File: src/core/pfc_regs.svh
`ifndef PFC_REGS_SVH
`define PFC_REGS_SVH

`define PFC_ADDR_W         18
`define PFC_DATA_W         8
`define PFC_UNLOCK_ADDR1   18'h05555
`define PFC_UNLOCK_ADDR2   18'h02AAA
`define PFC_UNLOCK_DATA1   8'hAA
`define PFC_UNLOCK_DATA2   8'h55
`define PFC_CMD_SETUP      8'h80
`define PFC_CMD_ERASE      8'h10
`define PFC_CMD_LOCK       8'h40
`define PFC_CMD_PROGRAM    8'hA0
`define PFC_CMD_ID_ENTRY   8'h90
`define PFC_CMD_ID_EXIT    8'hF0
`define PFC_ID_MFR_ADDR    18'h00000
`define PFC_ID_DEV_ADDR    18'h00001
`define PFC_ID_LOCK_ADDR   18'h00002
`define PFC_BOOT_LAST      18'h01FFF
`define PFC_POLL_BIT       7
`define PFC_TOGGLE_BIT     6
`define PFC_LOCK_BIT       0
`define PFC_CLK_NS         100
`define PFC_SETUP_NS       100
`define PFC_SETUP_CYC      ((`PFC_SETUP_NS + `PFC_CLK_NS - 1) / `PFC_CLK_NS)
`define PFC_STROBE_NS      200
`define PFC_STROBE_CYC     ((`PFC_STROBE_NS + `PFC_CLK_NS - 1) / `PFC_CLK_NS)
`define PFC_READ_NS        200
`define PFC_READ_CYC       ((`PFC_READ_NS + `PFC_CLK_NS - 1) / `PFC_CLK_NS)
`define PFC_BP_TIME_US     50
`define PFC_BP_CYC         (`PFC_BP_TIME_US * 1000 / `PFC_CLK_NS)
`define PFC_EC_TIME_MS     20000
`define PFC_EC_CYC         (`PFC_EC_TIME_MS * 10000)

`endif

File: src/core/pfc_pkg.sv
package pfc_pkg;
    typedef enum logic [4:0] {
        PFC_OP_READ    = 5'h01,
        PFC_OP_PROGRAM = 5'h02,
        PFC_OP_ERASE   = 5'h04,
        PFC_OP_LOCK    = 5'h08,
        PFC_OP_ID_READ = 5'h10
    } pfc_op_e;

    typedef struct packed {
        pfc_op_e     op;
        logic [17:0] addr;
        logic [7:0]  data;
    } pfc_req_s;

    typedef struct packed {
        logic [17:0] addr;
        logic [7:0]  data_out;
        logic        data_oe;
        logic        cs_n;
        logic        oe_n;
        logic        we_n;
    } pfc_pins_s;
endpackage

File: src/core/pfc_bus_cycle.sv
`timescale 1ns/1ps
`include "pfc_regs.svh"
// One bus cycle on the flash pins: a write strobe or a read with sampling.
module pfc_bus_cycle
    import pfc_pkg::*;
(
    input  wire logic        core_clk,
    input  wire logic        resetn,
    input  wire logic        clk_en,
    input  wire logic        start,
    input  wire logic        is_write,
    input  wire logic [17:0] addr,
    input  wire logic [7:0]  wdata,
    input  wire logic [7:0]  data_in,
    output logic             busy,
    output logic             done,
    output logic [7:0]       rdata,
    output pfc_pins_s        pins
);
    typedef enum logic [3:0] {
        PFC_BC_IDLE   = 4'h1,
        PFC_BC_SETUP  = 4'h2,
        PFC_BC_STROBE = 4'h4,
        PFC_BC_HOLD   = 4'h8
    } pfc_bc_e;

    pfc_bc_e    state;
    logic [7:0] cnt;
    logic       wr;
    logic [7:0] sync1;
    logic [7:0] sync2;

    assign busy = (state != PFC_BC_IDLE);

    always_ff @(posedge core_clk or negedge resetn) begin
        if (!resetn) begin
            sync1 <= 8'h00;
            sync2 <= 8'h00;
        end else if (clk_en) begin
            sync1 <= data_in;
            sync2 <= sync1;
        end
    end

    always_ff @(posedge core_clk or negedge resetn) begin
        if (!resetn) begin
            state <= PFC_BC_IDLE;
            cnt   <= 8'h00;
            wr    <= 1'b0;
            done  <= 1'b0;
            rdata <= 8'h00;
            pins  <= '{addr: 18'h00000, data_out: 8'h00, data_oe: 1'b0,
                       cs_n: 1'b1, oe_n: 1'b1, we_n: 1'b1};
        end else if (clk_en) begin
            done <= 1'b0;
            unique case (state)
                PFC_BC_IDLE: begin
                    if (start) begin
                        wr            <= is_write;
                        pins.addr     <= addr;
                        pins.data_out <= wdata;
                        pins.data_oe  <= is_write;
                        cnt           <= 8'(`PFC_SETUP_CYC);
                        state         <= PFC_BC_SETUP;
                    end
                end
                PFC_BC_SETUP: begin
                    if (cnt > 8'h01) begin
                        cnt <= cnt - 8'h01;
                    end else begin
                        pins.cs_n <= 1'b0;
                        pins.we_n <= ~wr;
                        pins.oe_n <= wr;
                        cnt   <= wr ? 8'(`PFC_STROBE_CYC)
                                    : 8'(`PFC_READ_CYC + 2);
                        state <= PFC_BC_STROBE;
                    end
                end
                PFC_BC_STROBE: begin
                    if (cnt > 8'h01) begin
                        cnt <= cnt - 8'h01;
                    end else begin
                        pins.cs_n <= 1'b1;
                        pins.we_n <= 1'b1;
                        pins.oe_n <= 1'b1;
                        rdata     <= sync2;
                        state     <= PFC_BC_HOLD;
                    end
                end
                PFC_BC_HOLD: begin
                    pins.data_oe <= 1'b0;
                    done         <= 1'b1;
                    state        <= PFC_BC_IDLE;
                end
                default: state <= PFC_BC_IDLE;
            endcase
        end
    end
endmodule

File: src/core/pfc_flash_ctrl.sv
`timescale 1ns/1ps
`include "pfc_regs.svh"
// Function
// - Chip erase uses six unlock cycles ending 10 to 5555.
// - Byte program is AA, 55, A0, then address and data.
// - Address taken at later falling edge, data at earlier rising.
// - Lockout uses the erase prefix ending 40 to 5555.
// - Identification entered with the 90 sequence, left with one F0 write.
module pfc_flash_ctrl
    import pfc_pkg::*;
#(
    parameter int unsigned BP_CYCLES = `PFC_BP_CYC,
    parameter int unsigned EC_CYCLES = `PFC_EC_CYC
)(
    input  wire logic        core_clk,
    input  wire logic        resetn,
    input  wire logic        clk_en,
    input  wire logic        req_valid,
    output logic             req_ready,
    input  wire pfc_req_s    req,
    output logic             rsp_valid,
    output logic [7:0]       rsp_data,
    output logic             rsp_timeout,
    output logic             op_busy,
    output logic [17:0]      flash_addr,
    output logic             flash_cs_n,
    output logic             flash_oe_n,
    output logic             flash_we_n,
    input  wire logic [7:0]  flash_data_in,
    output logic [7:0]       flash_data_out,
    output logic             flash_data_oe
);
    typedef enum logic [5:0] {
        PFC_S_IDLE  = 6'h01,
        PFC_S_CMD   = 6'h02,
        PFC_S_WAIT  = 6'h04,
        PFC_S_POLL  = 6'h08,
        PFC_S_READ  = 6'h10,
        PFC_S_DONE  = 6'h20
    } pfc_st_e;

    pfc_st_e     state;
    pfc_req_s    cur;
    logic [2:0]  step;
    logic [2:0]  last_step;
    logic [31:0] wait_cnt;
    logic [7:0]  prev_read;
    logic        have_prev;
    logic        bc_start;
    logic        bc_write;
    logic [17:0] bc_addr;
    logic [7:0]  bc_wdata;
    logic        bc_busy;
    logic        bc_done;
    logic [7:0]  bc_rdata;
    pfc_pins_s   pins;

    // Address and data of unlock cycle n for the current operation
    function automatic logic [25:0] cmd_cycle(input pfc_req_s r,
                                              input logic [2:0] n);
        logic [7:0] last;
        last = `PFC_CMD_PROGRAM;
        unique case (r.op)
            PFC_OP_ERASE:   last = `PFC_CMD_ERASE;
            PFC_OP_LOCK:    last = `PFC_CMD_LOCK;
            PFC_OP_ID_READ: last = `PFC_CMD_ID_ENTRY;
            default:        last = `PFC_CMD_PROGRAM;
        endcase
        unique case (n)
            3'd0, 3'd3: cmd_cycle = {`PFC_UNLOCK_ADDR1, `PFC_UNLOCK_DATA1};
            3'd1, 3'd4: cmd_cycle = {`PFC_UNLOCK_ADDR2, `PFC_UNLOCK_DATA2};
            3'd2: cmd_cycle = {`PFC_UNLOCK_ADDR1,
                               (r.op == PFC_OP_ERASE || r.op == PFC_OP_LOCK)
                               ? `PFC_CMD_SETUP : last};
            3'd5: cmd_cycle = {`PFC_UNLOCK_ADDR1, last};
            3'd6: cmd_cycle = {r.addr, r.data};
            default: cmd_cycle = {r.addr, `PFC_CMD_ID_EXIT};
        endcase
    endfunction

    assign req_ready = (state == PFC_S_IDLE);
    assign op_busy   = (state != PFC_S_IDLE);

    always_comb begin
        flash_addr     = pins.addr;
        flash_cs_n     = pins.cs_n;
        flash_oe_n     = pins.oe_n;
        flash_we_n     = pins.we_n;
        flash_data_out = pins.data_out;
        flash_data_oe  = pins.data_oe;
    end

    always_comb begin
        bc_start = 1'b0;
        bc_write = 1'b0;
        bc_addr  = cur.addr;
        bc_wdata = 8'h00;
        if (!bc_busy && !bc_done) begin
            unique case (state)
                PFC_S_CMD: begin
                    bc_start = 1'b1;
                    bc_write = 1'b1;
                    {bc_addr, bc_wdata} = cmd_cycle(cur, step);
                end
                PFC_S_POLL, PFC_S_READ: bc_start = 1'b1;
                default: bc_start = 1'b0;
            endcase
        end
    end

    pfc_bus_cycle u_cycle (
        .core_clk (core_clk),
        .resetn   (resetn),
        .clk_en   (clk_en),
        .start    (bc_start),
        .is_write (bc_write),
        .addr     (bc_addr),
        .wdata    (bc_wdata),
        .data_in  (flash_data_in),
        .busy     (bc_busy),
        .done     (bc_done),
        .rdata    (bc_rdata),
        .pins     (pins)
    );

    always_ff @(posedge core_clk or negedge resetn) begin
        if (!resetn) begin
            state       <= PFC_S_IDLE;
            cur         <= '{op: PFC_OP_READ, addr: 18'h00000, data: 8'h00};
            step        <= 3'd0;
            last_step   <= 3'd0;
            wait_cnt    <= 32'h00000000;
            prev_read   <= 8'h00;
            have_prev   <= 1'b0;
            rsp_valid   <= 1'b0;
            rsp_data    <= 8'h00;
            rsp_timeout <= 1'b0;
        end else if (clk_en) begin
            rsp_valid <= 1'b0;
            unique case (state)
                PFC_S_IDLE: begin
                    if (req_valid) begin
                        cur       <= req;
                        step      <= 3'd0;
                        have_prev <= 1'b0;
                        unique case (req.op)
                            PFC_OP_READ: begin
                                state <= PFC_S_READ;
                            end
                            PFC_OP_PROGRAM: begin
                                last_step <= 3'd3;
                                state     <= PFC_S_CMD;
                            end
                            PFC_OP_ERASE, PFC_OP_LOCK: begin
                                last_step <= 3'd5;
                                state     <= PFC_S_CMD;
                            end
                            PFC_OP_ID_READ: begin
                                last_step <= 3'd2;
                                state     <= PFC_S_CMD;
                            end
                            default: state <= PFC_S_IDLE;
                        endcase
                    end
                end
                PFC_S_CMD: begin
                    if (bc_done) begin
                        if (step == last_step) begin
                            wait_cnt <= (cur.op == PFC_OP_ERASE)
                                        ? EC_CYCLES : BP_CYCLES;
                            state    <= (cur.op == PFC_OP_ID_READ)
                                        ? PFC_S_READ : PFC_S_POLL;
                        end else if (step == 3'd2 &&
                                     cur.op == PFC_OP_PROGRAM) begin
                            step <= 3'd6;
                        end else if (step == 3'd7) begin
                            rsp_valid <= 1'b1;
                            state     <= PFC_S_IDLE;
                        end else begin
                            step <= step + 3'd1;
                        end
                        if (step == 3'd2 && cur.op == PFC_OP_PROGRAM)
                            last_step <= 3'd6;
                    end
                end
                PFC_S_POLL: begin
                    if (bc_done) begin
                        have_prev <= 1'b1;
                        prev_read <= bc_rdata;
                        if (have_prev &&
                            bc_rdata[`PFC_TOGGLE_BIT] ==
                            prev_read[`PFC_TOGGLE_BIT]) begin
                            rsp_data    <= bc_rdata;
                            rsp_timeout <= (cur.op == PFC_OP_PROGRAM) &&
                                (bc_rdata[`PFC_POLL_BIT] !=
                                 cur.data[`PFC_POLL_BIT]);
                            rsp_valid   <= 1'b1;
                            state       <= PFC_S_IDLE;
                        end else if (wait_cnt == 32'h00000000) begin
                            rsp_data    <= bc_rdata;
                            rsp_timeout <= 1'b1;
                            rsp_valid   <= 1'b1;
                            state       <= PFC_S_IDLE;
                        end
                    end
                    if (wait_cnt != 32'h00000000)
                        wait_cnt <= wait_cnt - 32'h00000001;
                end
                PFC_S_READ: begin
                    if (bc_done) begin
                        rsp_data    <= bc_rdata;
                        rsp_timeout <= 1'b0;
                        if (cur.op == PFC_OP_ID_READ) begin
                            step  <= 3'd7;
                            state <= PFC_S_CMD;
                        end else begin
                            rsp_valid <= 1'b1;
                            state     <= PFC_S_IDLE;
                        end
                    end
                end
                default: state <= PFC_S_IDLE;
            endcase
        end
    end
endmodule

File: config.mk
export PLATFORM = sky130hd
export DESIGN_NAME = pfc_flash_ctrl
export DESIGN_NICKNAME = d
export VERILOG_FILES = /design/src/core/pfc_pkg.sv /design/src/core/pfc_bus_cycle.sv /design/src/core/pfc_flash_ctrl.sv
export VERILOG_INCLUDE_DIRS = /design/src /design/src/core
export SDC_FILE = /design/constraint.sdc
export NUM_CORES = 1
export LEC_CHECK = 0
export ABC_AREA = 1
export ABC_CLOCK_PERIOD_IN_PS = 1650
export BUFFER_PORTS_ARGS = -buffer_cell sky130_fd_sc_hd__buf_4
export CORE_MARGIN = 3
export CORE_UTILIZATION = 54
export CTS_CLUSTER_DIAMETER = 200
export CTS_CLUSTER_SIZE = 30
export DETAILED_ROUTE_END_ITERATION = 8
export GPL_ROUTABILITY_DRIVEN = 0
export PLACE_DENSITY = 0.77
export SYNTH_ARGS = -nofsm -noshare
export SYNTH_HDL_FRONTEND = slang
export SYNTH_SLANG_ARGS = --single-unit
File: constraint.sdc
create_clock -name core_clk -period 1.65 [get_ports core_clk]
set_input_delay 0.0825 -clock core_clk [delete_from_list [all_inputs] [get_ports core_clk]]
set_output_delay 0.0825 -clock core_clk [all_outputs]
set_load 0.005 [all_outputs]
# Word-level counts from Yosys, hierarchy flattened
# Cells that the tools add are included.
[totals] reg_bits=161 inputBits=43 output_inout_bits=42 elab_cells=195
[classes] addsub=3 n_reduce_logical=37 n_bitwise=2 n_mux=80 n_lt_le_gt_ge=1 n_eq_ne=47
[op_table] op="$pmux W26 S5" count=1
[op_table] op="$mux W32" count=3
[op_table] op="$mux W8" count=10
[op_table] op="$pmux W32 S2" count=1
[op_table] op="$mux W6" count=9
[op_table] op="$pmux W8 S3" count=2
[op_table] op="$mux W3" count=13
[op_table] op="$mux W18" count=2
[op_table] op="$logic_not A32 Y1" count=1
[op_table] op="$reduce_bool A32 Y1" count=1
[op_table] op="$sub A32 B1 Y32 const B" count=1
[op_table] op="$mux W28" count=1
[op_table] op="$pmux W6 S4" count=1
[op_table] op="$mux W1" count=21
[op_table] op="$ne A2 B2 Y1 const B" count=9
[op_table] op="$pmux W3 S3" count=2
[op_table] op="$pmux W8 S2" count=1
[op_table] op="$reduce_and A4 Y1" count=4
[op_table] op="$reduce_and A8 Y1" count=2
[op_table] op="$reduce_and A3 Y1" count=5
[op_table] op="$eq A3 B3 Y1 const B" count=4
[op_table] op="$mux W4" count=3
[op_table] op="$ne A3 B3 Y1 const B" count=4
[op_table] op="$pmux W3 S2" count=2
[op_table] op="42 further kinds" count=67

# Logic depth before layout (Yosys ltp)
[depth] depth_word=6 mapped_depth=14 mapped_depth_nobuf=14

# Hierarchy
# From an unflattened synthesis, not the netlist that was laid out.
[unflattened] cells_unflattened=1103 hier_area_um2=8440.6
[by_module_without_submodules] mod="pfc_flash_ctrl" n_inst=1 cells_each=757 seq_area_each_um2=2129.5 area_per_inst_um2=5388.9
[by_module_without_submodules] mod="pfc_bus_cycle" n_inst=1 cells_each=346 seq_area_each_um2=1706.6 area_per_inst_um2=3051.7

# Worst setup path after synthesis
# OpenSTA, ideal clock, no wires.
[synth_path] path_type="flip-flop to flip-flop" from="register step[0]" to="register, netlist name u_cycle.pins[25]" required_time_ns=1.576 n_path_buf=1 synth_period_minus_slack_ns=1.746 stages_incl_launch_ff=13 setup_slack_ns=-0.096 setup_ns=0.074 arrival_ns=1.672 path_cell_list="dfrtp_1 -> ha_1 -> ha_1 -> inv_1 -> nand2_1 -> nor2_1 -> nor3_4 -> nand2_1 -> nand2_2 -> inv_2 -> buf_6 -> nand2_1 -> nand3_1"
[synth_via] elab_chain_len=5 elab_cells_between_ends=12 classes_between="6 x eq/ne; 3 x mux; 3 x reduce/logical"
[synth_rtl] item="start: declaration" line="pfc_flash_ctrl.sv:44" source="logic [2:0] step;"
[synth_rtl] item="start signal: assignment" line="pfc_flash_ctrl.sv:180" source="step <= step + 3'd1;"
[synth_rtl] item="$eq A3 B1 Y1 (tied with other cells)" line="pfc_flash_ctrl.sv:69" source="unique case (n)"
[synth_rtl] item="$reduce_or A2 Y1" line="pfc_flash_ctrl.sv:69"
[synth_rtl] item="$pmux W26 S5 (*)" line="pfc_flash_ctrl.sv:69"
[synth_rtl] item="$mux W18 (*)" line="pfc_flash_ctrl.sv:99" source="unique case (state)"
[synth_rtl] item="$mux W18 (*)" line="pfc_flash_ctrl.sv:98" source="if (!bc_busy && !bc_done) begin"
# Mark *: on every way between the ends. The rest lies on a longest branch, timed or not.
# A chain may end at the register's enable or synchronous reset.

# Worst setup path after layout
[layout_path] from="register state[3]" to="register, netlist name u_cycle.pins[20]"
[layout_via] elab_chain_len=5 elab_cells_between_ends=9 classes_between="3 x eq/ne; 4 x mux; 2 x reduce/logical"
[layout_rtl] item="start: declaration" line="pfc_flash_ctrl.sv:42" source="pfc_st_e state;"
[layout_rtl] item="start signal: assignment" line="pfc_flash_ctrl.sv:171" source="state <= (cur.op == PFC_OP_ID_READ)"
[layout_rtl] item="$eq A6 B4 Y1 (tied with other cells)" line="pfc_flash_ctrl.sv:99"
[layout_rtl] item="$reduce_or A3 Y1 (no source line)"
[layout_rtl] item="$mux W1" line="pfc_flash_ctrl.sv:99"
[layout_rtl] item="$mux W1" line="pfc_flash_ctrl.sv:98"
[layout_rtl] item="$reduce_and A3 Y1 (no source line)"
# Several ways; a longest one is shown, not always the timed one.

==> run_results.csv <==
group,metric,value,unit
power,pwr_density_cell,1417,nW/um^2
sta,fin_crit,1.873,ns
sta,hold_viol,1,
detailed_routing,first_pass_iters,5,
detailed_routing,postRouteAntennaNets,0,
place,dpl.cell_count,1485,
floorplanning,die_width,128.5,microns
logic_synthesis,synth-seq-area-share,47.34,%
power,p_leak,6.325,nW
setup_path,max_stage_delay,0.42,ns
logic_synthesis,synth_xor_area_share,2.270,%
outcome,violations,"hold timing, setup timing",
grt,grt_max_degree,52,
sta,max_slew_margin,69.68,%
clock_tree,cts_buffers,17,
logic_synthesis,yosys.cell_count.top_type,"nand2_1",
grt,antenna_found_initial,0,
place,port-buffer-count,84,
power,switching_share,40.07,%
detailed_routing,detail_route.iter0.violations,795,
power,clkPwrFrac,23.3,%
floorplanning,start_util,55.55,%
clock_tree,h-tree-depth,4,
logic_synthesis,synthSimpleGateAreaFrac,35.60,%
setup_path,crit_chain,"nor2_2, nand4_1, buf_6, nor3_4, nand2_2, nand2_4, inv_6, nand2_1, nand3_1",
layout,utilization,80.68,%
detailed_routing,drcViolationCount,0,
detailed_routing,num_vias,8858,
place,dpl.hpwl,15340,microns
place,placed_area,9882,sq um
power,combPwrFrac,43.2,%
logic_synthesis,synth_seq_cells,153,
logic_synthesis,ys_warn_count,0,
flow_run,drv_cap,0,
logic_synthesis,yosysTopAreaCell,"dfrtp_1",
setup_path,path_max_fanout,7,
logic_synthesis,syn_nets,1164,
logic_synthesis,async_flop_share,100.0,%
logic_synthesis,synth_top_area_share,45.39,%
power,irDropWorstVdd,1204,uV
power,p_int,9.998,mW
grt,grt_pass1_vias,8049,
layout,stdcell_area,11770,sq um
sta,finalHoldWorstSlack,-0.01649,ns
layout,antenna_cells,0,
grt,overflow,0,
place,place_ws,-0.1247,ns
sta,setup_ws,-0.2228,ns
sta,slew_viol_final,0,
setup_path,critPathTopFamily,"simple AND/OR/NAND/NOR gates",
logic_synthesis,synth_top_family_by_area,"simple AND/OR/NAND/NOR gates",
logic_synthesis,ys_top_cells_by_area,"dfrtp_1 45%, nand2_1 22%, nor2_1 5.0%",
floorplanning,io-pin-count,85,
logic_synthesis,muxShareOfSynthArea,0,%
floorplanning,rows,44,
power,switching_power,6.684,mW
setup_path,cp-end-kind,"flop",
setup_path,crit_path_start_kind,"flop",
floorplanning,fp.coreArea,14590,sq um
detailed_routing,via_per_inst,5.610,
setup_path,cp.required,1.96,ns
logic_synthesis,synth_edf_count,0,
clock_tree,cts_sinks,153,
clock_tree,worstSkewPairLatency,0.44,ns
layout,area_growth,45.24,%
sta,rsz0062_at_grt,"yes",
logic_synthesis,synth-main-ff-cell,"dfrtp_1",
grt,grt_util_all_layers,28.31,%
sta,fmax,534.0,MHz
setup_path,worst-setup-path-type,"flop to flop",
setup_path,crit_arrival,2.18,ns
power,fin_total_pwr,16.68,mW
hold_path,hold_class,"input port to flop",
power,pwr-share-seq,33.5,%
clock_tree,cts_buffer_depth,2,
logic_synthesis,ys_types,39,
logic_synthesis,syn_area,8104,sq um
clock_tree,cts_tree,"built",
outcome,outcome,"complete, but fails checks",
setup_path,critPathSlowestCell,"dfrtp_1",
sta,finClkSkew,0.01007,ns
sta,tightest_slew,0.4548,ns
setup_path,critPathBufInv,2,
logic_synthesis,synth_compound_area_share,6.531,%
layout,nNetsFinal,1435,
grt,grt_pass1_wl,37510,microns
layout,finalNonFillerCells,1579,
sta,setup_violations,113,
sta,fin_crit_sh,113.5,%
detailed_routing,drt-total-wl,27120,microns
clock_tree,clkTransAtPathRegs,0.07,ns
sta,setup-tns-final,-9.589,ns
logic_synthesis,syn_inst,1111,
logic_synthesis,synth_fa_ha_area_share,1.544,%
logic_synthesis,synthTopCellsByCount,"472 x nand2_1, 147 x dfrtp_1, 107 x nor2_1, 91 x inv_1, 79 x nand3_1",
clock_tree,root_buffer,"clkbuf_16",
layout,drive_above_1_share,32.76,%
floorplanning,die_area,16510,sq um
detailed_routing,wl_per_cell,17.17,microns
logic_synthesis,avgSynthCellArea,7.294,sq um
floorplanning,die_height,128.5,microns
-- power groups by stage --
stage / logic, mW / registers (mW) / clock network [mW]
floorplan: 3.35 / 5.36 / 0
global placement: 5.65 / 5.44 / 0
detailed placement: 5.80 / 5.46 / 0
CTS: 6.16 / 5.45 / 3.91
global route: 7.85 / 5.68 / 4.09
finish: 7.21 / 5.58 / 3.89
-- routing by layer --
metal	wire length (microns)	GRT usage [%]	share of wire, %	up-vias
met5	0	0	0	-
met3	1776	5.687	6.5	126
li1	-	-	-	4023
met1	10190	33.83	38	4233
met2	13800	49.74	51	476
met4	1347	12.11	5.0	0
-- cell type report --
cell class / instances / area, sq um
well taps: 184 / 230.2
repair buffers: 274 / 2344
repair inverters: 1 / 8.758
clock buffers: 17 / 425.4
clock inverters: 15 / 156.4
multi-input cells: 834 / 4360
fillers: 825 / 2819
inverters: 101 / 404.1
flip-flops and latches: 153 / 3841
-- sequential cells by signal, summed over array words and instances (netlist names), 3 cells and up --
signal / flops
u_cycle.sync2: 8
step: 3
u_cycle.rdata: 8
cur: 31
u_cycle.pins: 30
u_cycle.state: 4
wait_cnt: 32
u_cycle.cnt: 8
last_step: 3
rsp_data: 8
state: 4
u_cycle.sync1: 8
-- path summary, 6_finish.rpt --
kind                                       from          endpoint  slack (ns)  cells past startpoint
worst min register to register  u_cycle.pins[0]   u_cycle.pins[0]        0.47                      2
min in group asynchronous                resetn       wait_cnt[1]        0.15                      2
worst min-delay path                    req[30]           cur[30]       -0.02                      3
max in group asynchronous                resetn          state[0]        0.81                      3
worst max register to register         state[3]  u_cycle.pins[20]       -0.22                      9
worst max-delay path                   state[3]  u_cycle.pins[20]       -0.22                      9
-- cells in the final DEF (no fill, tap or decap), types with 3 or more instances in the layout --
cell type      count
inv_1             78
dfrtp_2            4
inv_8              5
clkinvlp_4         4
nor2_2            22
inv_4              5
nand3_1           64
dfstp_2            6
buf_12             6
xnor2_1            4
xor2_1            16
buf_8              4
nand2_4           14
clkbuf_16         19
o21ai_0           42
nor2_1            84
o21ai_2           16
nand2_1          412
nand3_4            7
a21oi_1           10
inv_6              4
dlygate4sd3_1     39
nand3_2           15
nor3_1             3
nand2_2           52
inv_2             17
buf_6             13
ha_1               4
o21ai_1           20
buf_4            210
ha_2               5
dfrtp_1          143
nor2_4            12
nand4_1           11
-- kinds of logic after synthesis --
kind of cell	after synthesis
AOI/OAI and AO/OA	98
buffers and inverters	128
and+or+nand+nor	701
DFF	153
xor gates and xnor gates	21
adders and majority gates	10
-- worst register-to-register path: stages, from the launching register on --
cell and delay (ns):
dfrtp_1 0.42, nor2_2 0.16, nand4_1 0.21, buf_6 0.20
nor3_4 0.25, nand2_2 0.10, nand2_4 0.14, inv_6 0.08
nand2_1 0.10, nand3_1 0.09
-- what timing repair did --
item / CTS / global route
hold endpoints to repair: 169 / 0
hold buffers: 39 / 0
resized for setup: 93 / 142
setup buffers: 5 / 11
cloned: 3 / 5
pin swaps: 24 / 23
setup endpoints to repair: 98 / 136
(Power assumes the default switching activity.)
